==> src/temp_wave_pkg.sv <==
// shared constants and state codes for the temperature driven waveform selector
package temp_wave_pkg;
	// ==========================================================
	// store layout
	localparam int          SET_COUNT       = 25;
	localparam int          SET_BYTES       = 76;
	localparam int          LUT_BYTES       = 70;
	localparam int          LUT_BITS        = 560;
	localparam int          RANGE_BYTES     = 3;
	localparam int          ADDR_W          = 11;
	localparam int          TEMP_W          = 12;
	localparam int          IDX_W           = 5;
	localparam int          BYTE_W          = 7;
	localparam logic [10:0] SET_BASE        = 11'h000;
	localparam logic [10:0] LAST_SET_BYTE   = 11'h76b;  // 1899
	localparam logic [10:0] RANGE_BASE      = 11'h76c;  // 1900
	localparam logic [10:0] LAST_RANGE_BYTE = 11'h7b6;  // 1974
	localparam logic [4:0]  LAST_SET        = 5'h18;    // 24
	localparam logic [6:0]  GATE_LEVEL_BYTE = 7'h46;    // 70
	localparam logic [6:0]  SRC_FIRST_BYTE  = 7'h47;    // 71
	localparam logic [6:0]  SRC_LAST_BYTE   = 7'h49;    // 73
	localparam logic [6:0]  DUMMY_BYTE      = 7'h4a;    // 74
	localparam logic [6:0]  LINE_WIDTH_BYTE = 7'h4b;    // 75
	localparam logic [1:0]  REC_LOW_BYTE    = 2'h0;
	localparam logic [1:0]  REC_MID_BYTE    = 2'h1;
	localparam logic [1:0]  REC_HIGH_BYTE   = 2'h2;
	localparam logic [11:0] TEMP_RESET      = 12'h000;
	localparam int          TEMP_SIGN_BIT   = 11;
	// ==========================================================
	// sensor link timing
	localparam int          CLK_PERIOD_NS   = 40;
	localparam int          SCL_PERIOD_NS   = 10000;
	localparam int          QUARTER_CYCLES  = (SCL_PERIOD_NS / 4 + CLK_PERIOD_NS - 1) / CLK_PERIOD_NS;
	localparam logic [3:0]  ACK_SLOT        = 4'h8;
	localparam logic [1:0]  LAST_LINK_BYTE  = 2'h2;
	// ==========================================================
	// state codes
	typedef enum logic [4:0] {
		ST_IDLE   = 5'b00001,
		ST_SENSE  = 5'b00010,
		ST_SCAN   = 5'b00100,
		ST_LOAD   = 5'b01000,
		ST_FINISH = 5'b10000
	} sel_state_type;
	typedef enum logic [3:0] {
		LK_IDLE  = 4'b0001,
		LK_START = 4'b0010,
		LK_BITS  = 4'b0100,
		LK_STOP  = 4'b1000
	} link_state_type;
endpackage

==> src/sensor_link_reader.sv <==
// two-line serial master that reads one 12-bit temperature from the external sensor
`timescale 1ns/1ps
module sensor_link_reader #(
	parameter logic [6:0] SENSOR_ADDR = 7'h48
) (
	input  wire logic         sys_clk,
	input  wire logic         sys_rst,
	input  wire logic         start,
	output logic              done,
	output logic              error,
	output logic [11:0]       temp,
	input  wire logic         sensor_serial_clock_in,
	output logic              sensor_serial_clock_out,
	output logic              sensor_serial_clock_oe,
	input  wire logic         sensor_serial_data_in,
	output logic              sensor_serial_data_out,
	output logic              sensor_serial_data_oe
);
	import temp_wave_pkg::*;

	localparam logic [7:0] QMAX = 8'(QUARTER_CYCLES - 1);

	link_state_type state;
	logic [1:0]     scl_meta;
	logic [1:0]     sda_meta;
	logic [7:0]     qcnt;
	logic [1:0]     phase;
	logic [3:0]     bit_idx;
	logic [1:0]     byte_idx;
	logic [15:0]    shift;
	logic           tick;
	logic           stall;
	logic           tx_bit;

	// ==========================================================
	// pin synchronisers, second stage only is read
	always_ff @(posedge sys_clk or posedge sys_rst) begin
		if (sys_rst) begin
			scl_meta <= 2'h3;
			sda_meta <= 2'h3;
		end else begin
			scl_meta <= {scl_meta[0], sensor_serial_clock_in};
			sda_meta <= {sda_meta[0], sensor_serial_data_in};
		end
	end

	// sensor may stretch the clock: hold the high half until the line really rises
	assign stall = (state == LK_BITS) && phase[1] && !scl_meta[1];
	assign tick  = (qcnt == QMAX) && !stall;

	// ==========================================================
	// quarter-period timer
	always_ff @(posedge sys_clk or posedge sys_rst) begin
		if (sys_rst) begin
			qcnt <= 8'h00;
		end else if (state == LK_IDLE || tick) begin
			qcnt <= 8'h00;
		end else if (!stall) begin
			qcnt <= qcnt + 8'h01;
		end
	end

	// ==========================================================
	// transfer sequencer: start, address+read, two data bytes, stop
	always_ff @(posedge sys_clk or posedge sys_rst) begin
		if (sys_rst) begin
			state    <= LK_IDLE;
			phase    <= 2'h0;
			bit_idx  <= 4'h0;
			byte_idx <= 2'h0;
			shift    <= 16'h0000;
			done     <= 1'b0;
			error    <= 1'b0;
			temp     <= TEMP_RESET;
		end else begin
			done <= 1'b0;
			unique case (state)
				LK_IDLE: begin
					phase    <= 2'h0;
					bit_idx  <= 4'h0;
					byte_idx <= 2'h0;
					if (start) begin
						error <= 1'b0;
						state <= LK_START;
					end
				end
				LK_START: begin
					if (tick) begin
						phase <= phase + 2'h1;
						if (phase == 2'h3)
							state <= LK_BITS;
					end
				end
				LK_BITS: begin
					if (tick) begin
						phase <= phase + 2'h1;
						if (phase == 2'h3) begin
							// sample at the end of the high half
							if (byte_idx == 2'h0 && bit_idx == ACK_SLOT && sda_meta[1])
								error <= 1'b1;
							if (byte_idx != 2'h0 && bit_idx != ACK_SLOT)
								shift <= {shift[14:0], sda_meta[1]};
							if (bit_idx == ACK_SLOT) begin
								bit_idx  <= 4'h0;
								byte_idx <= byte_idx + 2'h1;
								if (byte_idx == LAST_LINK_BYTE)
									state <= LK_STOP;
							end else begin
								bit_idx <= bit_idx + 4'h1;
							end
						end
					end
				end
				LK_STOP: begin
					if (tick) begin
						phase <= phase + 2'h1;
						if (phase == 2'h3) begin
							temp  <= shift[15:4];  // left-justified reading
							done  <= 1'b1;
							state <= LK_IDLE;
						end
					end
				end
			endcase
		end
	end

	// ==========================================================
	// open-drain drive: enable high pulls the line low
	always_comb begin
		if (byte_idx == 2'h0)
			tx_bit = (bit_idx == ACK_SLOT) ? 1'b1 : (bit_idx[2:0] == 3'h7 ? 1'b1 : SENSOR_ADDR[3'h6 - bit_idx[2:0]]);
		else if (byte_idx == 2'h1)
			tx_bit = (bit_idx != ACK_SLOT);  // master ack after first data byte
		else
			tx_bit = 1'b1;                   // nack ends the read
	end

	always_comb begin
		sensor_serial_clock_oe = 1'b0;
		sensor_serial_data_oe  = 1'b0;
		unique case (state)
			LK_IDLE: begin
			end
			LK_START: begin
				sensor_serial_data_oe = phase[1];
			end
			LK_BITS: begin
				sensor_serial_clock_oe = !phase[1];
				sensor_serial_data_oe  = !tx_bit;
			end
			LK_STOP: begin
				sensor_serial_clock_oe = (phase == 2'h0);
				sensor_serial_data_oe  = !phase[1];
			end
		endcase
	end

	assign sensor_serial_clock_out = 1'b0;
	assign sensor_serial_data_out  = 1'b0;
endmodule

==> src/temp_waveform_selector.sv <==
// temperature search over the stored range records and load of the matching waveform set
//
// Functional notes
// - store holds 25 waveform sets, 25 range records, common voltage and version id
// - set m chosen when lower limit < temperature <= upper limit
// - set m starts at byte m*76; last set ends at byte 1899
// - range records from byte 1900: lower[7:0], upper[3:0]|lower[11:8], upper[11:4]
// - selected waveform lands in a volatile 560-bit lookup register
// - temperature used by the search sits in a volatile 12-bit register
// - records compared first to last; last match wins
// - records may be in any order
// - pointer holds the index of the selected waveform set
// - bit 11 clear: positive, degrees = value/16
// - bit 11 set: negative, magnitude = two's complement/16
// - limits compared as signed 12-bit; 800 lowest, 7ff highest
// - block is sole master on the sensor link
// - set is 76 bytes: 70 lookup, gate, three source, dummy, line width
`timescale 1ns/1ps
module temp_waveform_selector #(
	parameter logic [6:0] SENSOR_ADDR = 7'h48
) (
	input  wire logic                         sys_clk,
	input  wire logic                         sys_rst,
	input  wire logic                         search_start,
	input  wire logic                         use_external_sensor,
	input  wire logic [temp_wave_pkg::TEMP_W-1:0] internal_temp,
	output logic [temp_wave_pkg::ADDR_W-1:0]  store_addr,
	output logic                              store_rd,
	input  wire logic [7:0]                   store_data,
	input  wire logic                         sensor_serial_clock_in,
	output logic                              sensor_serial_clock_out,
	output logic                              sensor_serial_clock_oe,
	input  wire logic                         sensor_serial_data_in,
	output logic                              sensor_serial_data_out,
	output logic                              sensor_serial_data_oe,
	output logic [temp_wave_pkg::LUT_BITS-1:0] lookup,
	output logic [7:0]                        gate_level,
	output logic [23:0]                       source_levels,
	output logic [7:0]                        dummy_line,
	output logic [7:0]                        gate_line_width,
	output logic [temp_wave_pkg::IDX_W-1:0]   selected_set_pointer,
	output logic                              set_valid,
	output logic [temp_wave_pkg::TEMP_W-1:0]  temperature,
	output logic                              temp_negative,
	output logic                              busy,
	output logic                              done,
	output logic                              no_match,
	output logic                              sensor_error
);
	import temp_wave_pkg::*;

	sel_state_type      state;
	logic               rd_wait;
	logic [IDX_W-1:0]   rec_idx;
	logic [BYTE_W-1:0]  byte_idx;
	logic [11:0]        lo_lim;
	logic [3:0]         hi_nib;
	logic [IDX_W-1:0]   best_idx;
	logic               best_hit;
	logic               hit;
	logic               link_start;
	logic               link_done;
	logic               link_err;
	logic [11:0]        link_temp;

	// ==========================================================
	// address and compare helpers
	function automatic logic [10:0] set_addr(input logic [4:0] idx, input logic [6:0] b);
		set_addr = 11'(SET_BASE + idx * SET_BYTES + b);
	endfunction

	function automatic logic [10:0] range_addr(input logic [4:0] idx, input logic [6:0] b);
		range_addr = 11'(RANGE_BASE + idx * RANGE_BYTES + b);
	endfunction

	// signed view makes 800 the floor and 7ff the ceiling
	function automatic logic in_range(input logic [11:0] t, input logic [11:0] lo, input logic [11:0] hi);
		in_range = ($signed(t) > $signed(lo)) && ($signed(t) <= $signed(hi));
	endfunction

	// ==========================================================
	// sensor link
	sensor_link_reader #(
		.SENSOR_ADDR (SENSOR_ADDR)
	) u_link (
		.sys_clk                 (sys_clk),
		.sys_rst                 (sys_rst),
		.start                   (link_start),
		.done                    (link_done),
		.error                   (link_err),
		.temp                    (link_temp),
		.sensor_serial_clock_in  (sensor_serial_clock_in),
		.sensor_serial_clock_out (sensor_serial_clock_out),
		.sensor_serial_clock_oe  (sensor_serial_clock_oe),
		.sensor_serial_data_in   (sensor_serial_data_in),
		.sensor_serial_data_out  (sensor_serial_data_out),
		.sensor_serial_data_oe   (sensor_serial_data_oe)
	);

	// ==========================================================
	// handshake and store strobes
	assign link_start    = (state == ST_IDLE) && search_start && use_external_sensor;
	assign busy          = (state != ST_IDLE);
	assign done          = (state == ST_FINISH);
	assign store_rd      = ((state == ST_SCAN) || (state == ST_LOAD)) && !rd_wait;
	assign store_addr    = (state == ST_LOAD) ? set_addr(best_idx, byte_idx) : range_addr(rec_idx, byte_idx);
	assign temp_negative = temperature[TEMP_SIGN_BIT];
	assign hit           = in_range(temperature, lo_lim, {store_data, hi_nib});

	// one-cycle store latency: every read waits one cycle for its byte
	always_ff @(posedge sys_clk or posedge sys_rst) begin
		if (sys_rst)
			rd_wait <= 1'b0;
		else
			rd_wait <= store_rd;
	end

	// ==========================================================
	// temperature capture
	always_ff @(posedge sys_clk or posedge sys_rst) begin
		if (sys_rst) begin
			temperature  <= TEMP_RESET;
			sensor_error <= 1'b0;
		end else if (state == ST_IDLE && search_start) begin
			if (!use_external_sensor)
				temperature <= internal_temp;
			sensor_error <= 1'b0;
		end else if (state == ST_SENSE && link_done) begin
			if (link_err)
				sensor_error <= 1'b1;
			else
				temperature <= link_temp;
		end
	end

	// ==========================================================
	// sequencer: sense, scan all records, then load the winner
	always_ff @(posedge sys_clk or posedge sys_rst) begin
		if (sys_rst) begin
			state    <= ST_IDLE;
			rec_idx  <= 5'h00;
			byte_idx <= 7'h00;
			lo_lim   <= 12'h000;
			hi_nib   <= 4'h0;
			best_idx <= 5'h00;
			best_hit <= 1'b0;
			no_match <= 1'b0;
		end else begin
			unique case (state)
				ST_IDLE: begin
					rec_idx  <= 5'h00;
					byte_idx <= 7'h00;
					best_hit <= 1'b0;
					if (search_start)
						state <= use_external_sensor ? ST_SENSE : ST_SCAN;
				end
				ST_SENSE: begin
					// a failed read selects nothing new
					if (link_done) begin
						no_match <= link_err;
						state    <= link_err ? ST_FINISH : ST_SCAN;
					end
				end
				ST_SCAN: begin
					if (rd_wait) begin
						unique case (byte_idx[1:0])
							REC_LOW_BYTE: lo_lim[7:0] <= store_data;
							REC_MID_BYTE: begin
								lo_lim[11:8] <= store_data[3:0];
								hi_nib       <= store_data[7:4];
							end
							REC_HIGH_BYTE: begin
							end
							default: begin
							end
						endcase
						if (byte_idx[1:0] == REC_HIGH_BYTE) begin
							byte_idx <= 7'h00;
							// later records overwrite earlier ones; order of limits is irrelevant
							if (hit) begin
								best_idx <= rec_idx;
								best_hit <= 1'b1;
							end
							if (rec_idx == LAST_SET) begin
								no_match <= !(best_hit || hit);
								state    <= (best_hit || hit) ? ST_LOAD : ST_FINISH;
							end else begin
								rec_idx <= rec_idx + 5'h01;
							end
						end else begin
							byte_idx <= byte_idx + 7'h01;
						end
					end
				end
				ST_LOAD: begin
					if (rd_wait) begin
						byte_idx <= byte_idx + 7'h01;
						if (byte_idx == LINE_WIDTH_BYTE)
							state <= ST_FINISH;
					end
				end
				ST_FINISH: begin
					state <= ST_IDLE;
				end
			endcase
		end
	end

	// ==========================================================
	// waveform destination registers
	always_ff @(posedge sys_clk or posedge sys_rst) begin
		if (sys_rst) begin
			lookup          <= '0;
			gate_level      <= 8'h00;
			source_levels   <= 24'h000000;
			dummy_line      <= 8'h00;
			gate_line_width <= 8'h00;
		end else if (state == ST_LOAD && rd_wait) begin
			if (byte_idx < GATE_LEVEL_BYTE)
				lookup[8 * byte_idx +: 8] <= store_data;
			else if (byte_idx == GATE_LEVEL_BYTE)
				gate_level <= store_data;
			else if (byte_idx <= SRC_LAST_BYTE)
				source_levels <= {source_levels[15:0], store_data};
			else if (byte_idx == DUMMY_BYTE)
				dummy_line <= store_data;
			else
				gate_line_width <= store_data;
		end
	end

	// pointer moves only once the whole set has been loaded
	always_ff @(posedge sys_clk or posedge sys_rst) begin
		if (sys_rst) begin
			selected_set_pointer <= 5'h00;
			set_valid            <= 1'b0;
		end else if (state == ST_LOAD && rd_wait && byte_idx == LINE_WIDTH_BYTE) begin
			selected_set_pointer <= best_idx;
			set_valid            <= 1'b1;
		end
	end

	// ==========================================================
	// checks
	a_ptr_range: assert property (@(posedge sys_clk) disable iff (sys_rst)
		set_valid |-> selected_set_pointer <= LAST_SET)
		else $error("selected pointer beyond last set");

	a_load_addr: assert property (@(posedge sys_clk) disable iff (sys_rst)
		(store_rd && state == ST_LOAD) |-> store_addr == 11'(best_idx * SET_BYTES + byte_idx) && store_addr <= LAST_SET_BYTE)
		else $error("waveform read outside its set");

	a_scan_addr: assert property (@(posedge sys_clk) disable iff (sys_rst)
		(store_rd && state == ST_SCAN) |-> store_addr >= RANGE_BASE && store_addr <= LAST_RANGE_BYTE)
		else $error("range read outside record area");

	a_last_match: assert property (@(posedge sys_clk) disable iff (sys_rst)
		(state == ST_SCAN && rd_wait && byte_idx[1:0] == REC_HIGH_BYTE && hit)
		|=> best_hit && best_idx == $past(rec_idx))
		else $error("matching record not recorded");

	a_no_match_keep: assert property (@(posedge sys_clk) disable iff (sys_rst)
		(done && no_match) |-> $stable(selected_set_pointer) && $stable(lookup))
		else $error("selection changed without a match");

	a_temp_hold: assert property (@(posedge sys_clk) disable iff (sys_rst)
		(state == ST_SCAN || state == ST_LOAD) |=> $stable(temperature))
		else $error("temperature changed during search");

	a_lut_idle: assert property (@(posedge sys_clk) disable iff (sys_rst)
		(state != ST_LOAD) |=> $stable(lookup))
		else $error("lookup changed outside load");

	a_load_len: assert property (@(posedge sys_clk) disable iff (sys_rst)
		$rose(state == ST_LOAD) |-> ##152 done)
		else $error("waveform load not 76 bytes long");

	a_sign_flag: assert property (@(posedge sys_clk) disable iff (sys_rst)
		(state == ST_IDLE && search_start && !use_external_sensor)
		|=> temp_negative == $past(internal_temp[TEMP_SIGN_BIT]))
		else $error("sign flag disagrees with reading");

	c_match: cover property (@(posedge sys_clk) disable iff (sys_rst) done && set_valid && !no_match);
	c_nomatch: cover property (@(posedge sys_clk) disable iff (sys_rst) done && no_match);
	c_external: cover property (@(posedge sys_clk) disable iff (sys_rst) state == ST_SENSE && link_done && !link_err);
	c_overlap: cover property (@(posedge sys_clk) disable iff (sys_rst)
		state == ST_SCAN && rd_wait && byte_idx[1:0] == REC_HIGH_BYTE && hit && best_hit);
endmodule

==> config.mk <==
export PLATFORM = sky130hd
export DESIGN_NAME = temp_waveform_selector
export DESIGN_NICKNAME = d
export VERILOG_FILES = /design/src/temp_wave_pkg.sv /design/src/sensor_link_reader.sv /design/src/temp_waveform_selector.sv
export SDC_FILE = /design/constraint.sdc
export NUM_CORES = 2
export LEC_CHECK = 0
export BUFFER_PORTS_ARGS = -buffer_cell sky130_fd_sc_hd__buf_2
export CAP_MARGIN = 25
export CORE_AREA = 5 5 259 261
export DETAILED_ROUTE_END_ITERATION = 8
export DIE_AREA = 0 0 264 266
export GPL_ROUTABILITY_DRIVEN = 1
export HOLD_SLACK_MARGIN = 0.15
export PLACE_DENSITY_LB_ADDON = 0.08
export SYNTH_ARGS = -nofsm -noshare
export SYNTH_HDL_FRONTEND = slang
export SYNTH_SLANG_ARGS = --single-unit
export TNS_END_PERCENT = 20
==> constraint.sdc <==
create_clock -name sys_clk -period 24.1 [get_ports sys_clk]
set_input_delay 1.205 -clock sys_clk [delete_from_list [all_inputs] [get_ports sys_clk]]
set_output_delay 1.205 -clock sys_clk [all_outputs]
set_load 0.01 [all_outputs]
=== Word level (Yosys, flattened, before mapping) ===
Memories as Yosys holds them, arrays and structs flattened.
Cells that the tools add are included.
Widths: inputs -> output; s select.

* Memories: 1
* Bits in read-only memories: 8
* Output and inout bits: 647
* Word-level logic and storage cells: 229
* Register bits after elaboration: 722
* Latch bits: 0
* Bits in writable memories: 0
* Input port bits: 26

{| class="wikitable"
|+ Memories
! memory !! depth !! width !! read ports !! clocked after memory_dff !! wr ports !! line !! source
|-
| (name not given) || 8 || 1 || 1 || 0 || 0 || sensor_link_reader.sv:132 || <nowiki>tx_bit = (bit_idx == ACK_SLOT) ? 1'b1 : (bit_idx[2:0] == 3'h7 ? 1'b1 : SENSOR_ADDR[3'h6 - bit_idx[2:0]]);</nowiki>
|}

* Multiplexer cells: 74
* Multiply operators: 2
* Bitwise gates (word level): 4
* Equal/unequal tests: 46
* $add $sub $neg: 11
* Shifts and indexed selects: 2
* Divide/modulo/power cells: 0
* Reduce and logical (&&, ||, !) cells: 54
* $lt $le $gt $ge: 5

{| class="wikitable"
|+ Operator list
! cell !! count
|-
| $bwmux 560 || 1
|-
| $shift 8x34->560 const A || 1
|-
| $shiftx 8x34->560 || 1
|-
| $mux 5 || 12
|-
| $mux 12 || 4
|-
| $mux 4 || 12
|-
| $neg 10->34 || 1
|-
| $ne 2x2->1 const B || 13
|-
| $pmux 5 s5 || 1
|-
| $reduce_and 4->1 || 6
|-
| $add 11x7->11 || 2
|-
| $mux 1 || 22
|-
| $eq 7x7->1 const B || 3
|-
| $mux 7 || 3
|-
| $pmux 7 s3 || 1
|-
| $reduce_and 3->1 || 7
|-
| $ne 2x1->1 const B || 10
|-
| $reduce_and 5->1 || 4
|-
| $mux 8 || 2
|-
| $pmux 4 s4 || 1
|-
| $logic_and 1x1->1 || 13
|-
| $gt 12x12->1 || 1
|-
| $le 12x12->1 || 1
|-
| $reduce_bool 2->1 || 6
|-
| 44 further kinds || 70
|}

=== Logic depth before layout (Yosys ltp) ===
* Depth after elaboration: 8
* Depth in mapped cells: 13
* Depth with buffers taken out: 13

=== Cells and area by module ===
From an unflattened synthesis, not the netlist that was laid out.

* Cell total of the unflattened synthesis: 2,349
* Area, all modules: 31,406.4 um^2

{| class="wikitable"
|+ Modules (own cells, without submodules)
! module !! cells each !! times used !! area an instance (um^2) !! sequential area each (um^2)
|-
| temp_waveform_selector || 2,131 || 1 || 28,747.6 || 16,717.3
|-
| sensor_link_reader || 218 || 1 || 2,658.8 || 1,357.6
|}

=== Worst setup path after synthesis ===
No wires, ideal clock.

* Kind: register to output
* From: register best_idx[1]
* To: output store_addr[10] (netlist name)
* Buffers on the path: 0
* Stages on the path, launching flop included: 12
* Arrival time: 2,640 ps
* Data required time: 22,895 ps
* Path slack: 20,255 ps
* Path through: dfrtp_1 > ha_1 > ha_1 > inv_1 > fa_1 > inv_1 > ha_1 > a21oi_1 > nor2b_1 > o21a_1 > and3_1 > a211oi_1

* Cells in the longest elaborated chain, start to end: 3

{| class="wikitable"
|+ Ends and longest elaborated chain
! item !! line !! source
|-
| start, declared || temp_waveform_selector.sv:58 || <nowiki>logic [IDX_W-1:0] best_idx;</nowiki>
|-
| start signal, assigned || temp_waveform_selector.sv:181 || <nowiki>best_idx <= rec_idx;</nowiki>
|-
| $mul 5x5->9 || temp_waveform_selector.sv:69 || <nowiki>set_addr = 11'(SET_BASE + idx * SET_BYTES + b);</nowiki>
|-
| $add 11x7->11 || temp_waveform_selector.sv:69 ||
|-
| $mux 11 || temp_waveform_selector.sv:106 || <nowiki>assign store_addr = (state == ST_LOAD) ? set_addr(best_idx, byte_idx) : range_addr(rec_idx, byte_idx);</nowiki>
|-
| end, declared || temp_waveform_selector.sv:27 || <nowiki>output logic [temp_wave_pkg::ADDR_W-1:0] store_addr,</nowiki>
|}

Every way passes these cells.

=== Worst setup path in the final report ===
* From: register rec_idx[0]
* To: output store_addr[8] (netlist name)

* Cells in the longest elaborated chain, start to end: 4

{| class="wikitable"
|+ Ends and longest elaborated chain
! item !! line !! source
|-
| start, declared || temp_waveform_selector.sv:54 || <nowiki>logic [IDX_W-1:0] rec_idx;</nowiki>
|-
| start signal, assigned || temp_waveform_selector.sv:188 || <nowiki>rec_idx <= rec_idx + 5'h01;</nowiki>
|-
| $mul 5x2->7 || temp_waveform_selector.sv:73 || <nowiki>range_addr = 11'(RANGE_BASE + idx * RANGE_BYTES + b);</nowiki>
|-
| $add 11x7->11 (2 in series) || temp_waveform_selector.sv:73 ||
|-
| $mux 11 || temp_waveform_selector.sv:106 ||
|}

Every way passes these cells.

==> metrics <==
fin area=38200 um2; Hold Slack=359 ps; Max rail drop VDD=0.0000648 V; Final Hold Viols=0; Final Cycle Share=20.4%; post-route setup TNS=0 ps; Crit. End Element=primary output; r2r startpoint=byte_idx[0]; synth top area cells=dfrtp_1 58%, mux2_2 23%, ha_1 3.1%, nor2_1 2.3%, nand2_1 0.94%; All-Layer GR Usage=28.3%; WL/cell=25.9 um; CTS Buf Count=77; Clock transition at path regs=60 ps; DR vias/cell=5.51; share of layout cells above drive strength 1=50.4%; hold buffer count at cts=0; Critical Path Source=rec_idx[0]; clk_skew=25.4 ps; Remaining DRCs=0; final setup vio count=0; Post-CTS Resized=0; most common cell after layout, fill and taps aside=dfrtp_1; Synth Area per Inst=13.4 um2; Routed WL=102000 um; Pwr per Cell Area=86.6 nW/um2; die width=264 um; post-synthesis cell area=31100 um2; largest net degree at the start of global routing=176; routed vias=21600; Clock Tree Buf Depth=3; worst slew pin tran=1070 ps; WP data arrival=3700 ps; Final WS setup=19190 ps; ys flop type=dfrtp_1; DP Area=35500 um2; Yosys reg bits=722; I/O Buffers=670; hold path start=u_link.sda_meta[0]; initial drt markers=1312; reg2reg end=lookup[188]; number of routed nets with antenna violations=0; number of clock sinks=722; CP endpoint=store_addr[8]; Worst EP required=22890 ps; Yosys warning count=0; worst skew pair latency=630 ps; r2r worst-path depth=10; worst slack at placement=19290 ps; gpl congestion=0.862; dpl hpwl=75000 um; io pins=673; CP Class=reg2out; Post-synth EDFFs=0; HP Class=reg2reg; commonest non-fill, non-tap cells in the layout=716 x dfrtp_1, 671 x buf_2, 638 x mux2_2, 191 x nor2_1; P_leak=21.0 nW; Synth async-reset ratio=100%; row count=93; Final Max Slew Viols=0; critical path fanouts, max=8; critical path startpoint category=flop; initial antenna violation count=0; multi-input gate area in the final layout=12500 um2; Overall Power=3.31 mW; reg2reg setup slack=19370 ps; Root Driver=clkbuf_16; DIE AREA=70200 um2; register area=18100 um2; synth unique cells=77; CTS tree=done; DR pass1 iterations=5; area added between synthesis and finish=22.8%; antenna cells=0; top-area cell type share of the netlist area=57.6%; H-tree levels=3; first-pass GRT wire length=153000 um; RSZ-0062 raised after global routing=false; Final Critical Period=4910 ps; # Post-CTS Setup Buffers=0; sequential element share of the synthesized area=58.1%; Max Cap Viol=0; Post-Syn Instances=2317; Layout fillers=5292; grt ovf=0; core area=64200 um2; number of global-route vias before repair=23100; Die H=266 um; initial core utilization=48.5%; status=complete, no violations; post-synth top area cell=dfrtp_1; nets=3118; Max-slew headroom=28.6%; fmax=204 MHz
-- worst min-delay path by stage --
stage                    endpoint  slack, ps  depth (start not counted)
2_1_floorplan  u_link.scl_meta[1]        350                          0
3_3_place_gp   u_link.sda_meta[1]        350                          0
3_5_place_dp   u_link.scl_meta[1]        350                          0
4_1_cts        u_link.sda_meta[1]        360                          0
5_1_grt        u_link.sda_meta[1]        360                          0
6_report       u_link.sda_meta[1]        360                          0
-- per-layer routing --
layer	global-route usage [%]	vias up	routed length, um
met1	34.5	11300	39500
met5	0	-	0
met4	9.52	0	3690
met2	48.7	625	51100
met3	8.35	166	7290
li1	-	9510	-
-- where the power goes --
group,switching [mW],internal (mW)
Combinational,0.545,0.199
Sequential,0.0647,1.26
Clock,0.501,0.745
Total,1.11,2.20
-- Yosys cell counts (16+ instances only) --
library cell / number
o21ai_0: 47
inv_1: 67
nor3_1: 48
xor2_1: 16
a21oi_1: 42
clkbuf_1: 75
xnor2_1: 16
dfrtp_1: 716
nor2_4: 17
nor2_1: 191
ha_1: 76
nor2_2: 28
nand2_1: 78
mux2_2: 638
nand3_1: 19
-- logic make-up after synthesis --
group / Yosys count / synth area share (%)
flip-flops: 722 / 58.1
multiplexers: 653 / 23.6
AND/OR/NAND/NOR: 498 / 8.39
AO/OA/AOI/OAI: 168 / 3.51
buffers and inverters: 159 / 1.99
adder cells (fa/ha/maj): 84 / 3.57
XOR/XNOR: 32 / 0.900
other: 1 / 0.0120
-- worst max-delay path, stage by stage (launching register included) --
cell	delay [ps]
dfrtp_1	490
fa_1	490
fa_1	500
ha_1	170
inv_1	60
fa_1	400
inv_1	70
a21oi_1	60
o21bai_1	200
a21oi_1	100
nor3_1	270
a21oi_1	90
buf_2	180
-- through the flow --
| step | cells | util (%) |
|---|---|---|
| detailed placement | 3779 | 55.2 |
| finish | 3924 | 59.5 |
| global route | 3924 | 59.5 |
| global placement | 3777 | 55.2 |
| floorplan | 2318 | - |
| CTS | 3919 | 59.4 |
-- sequential cells by signal, indices dropped and copies added, names as in the netlist, 2 cells and up --
signal / cells
best_idx: 5
byte_idx: 7
dummy_line: 8
gate_level: 8
gate_line_width: 8
hi_nib: 4
lo_lim: 12
lookup: 560
rec_idx: 5
selected_set_pointer: 5
source_levels: 24
state: 5
temperature: 12
u_link.bit_idx: 4
u_link.byte_idx: 2
u_link.phase: 2
u_link.qcnt: 8
u_link.scl_meta: 2
u_link.sda_meta: 2
u_link.shift: 16
u_link.state: 4
u_link.temp: 12
-- final cells by class --
class / count / share of cell area, %
clock inverters: 27 / 1.15
inverters: 67 / 0.677
repair buffers: 703 / 9.67
multi-input cells: 1437 / 32.6
well taps: 855 / 2.80
clock buffers: 113 / 5.84
flip-flops and latches: 722 / 47.3
Power figures use the tool's default switching activity.
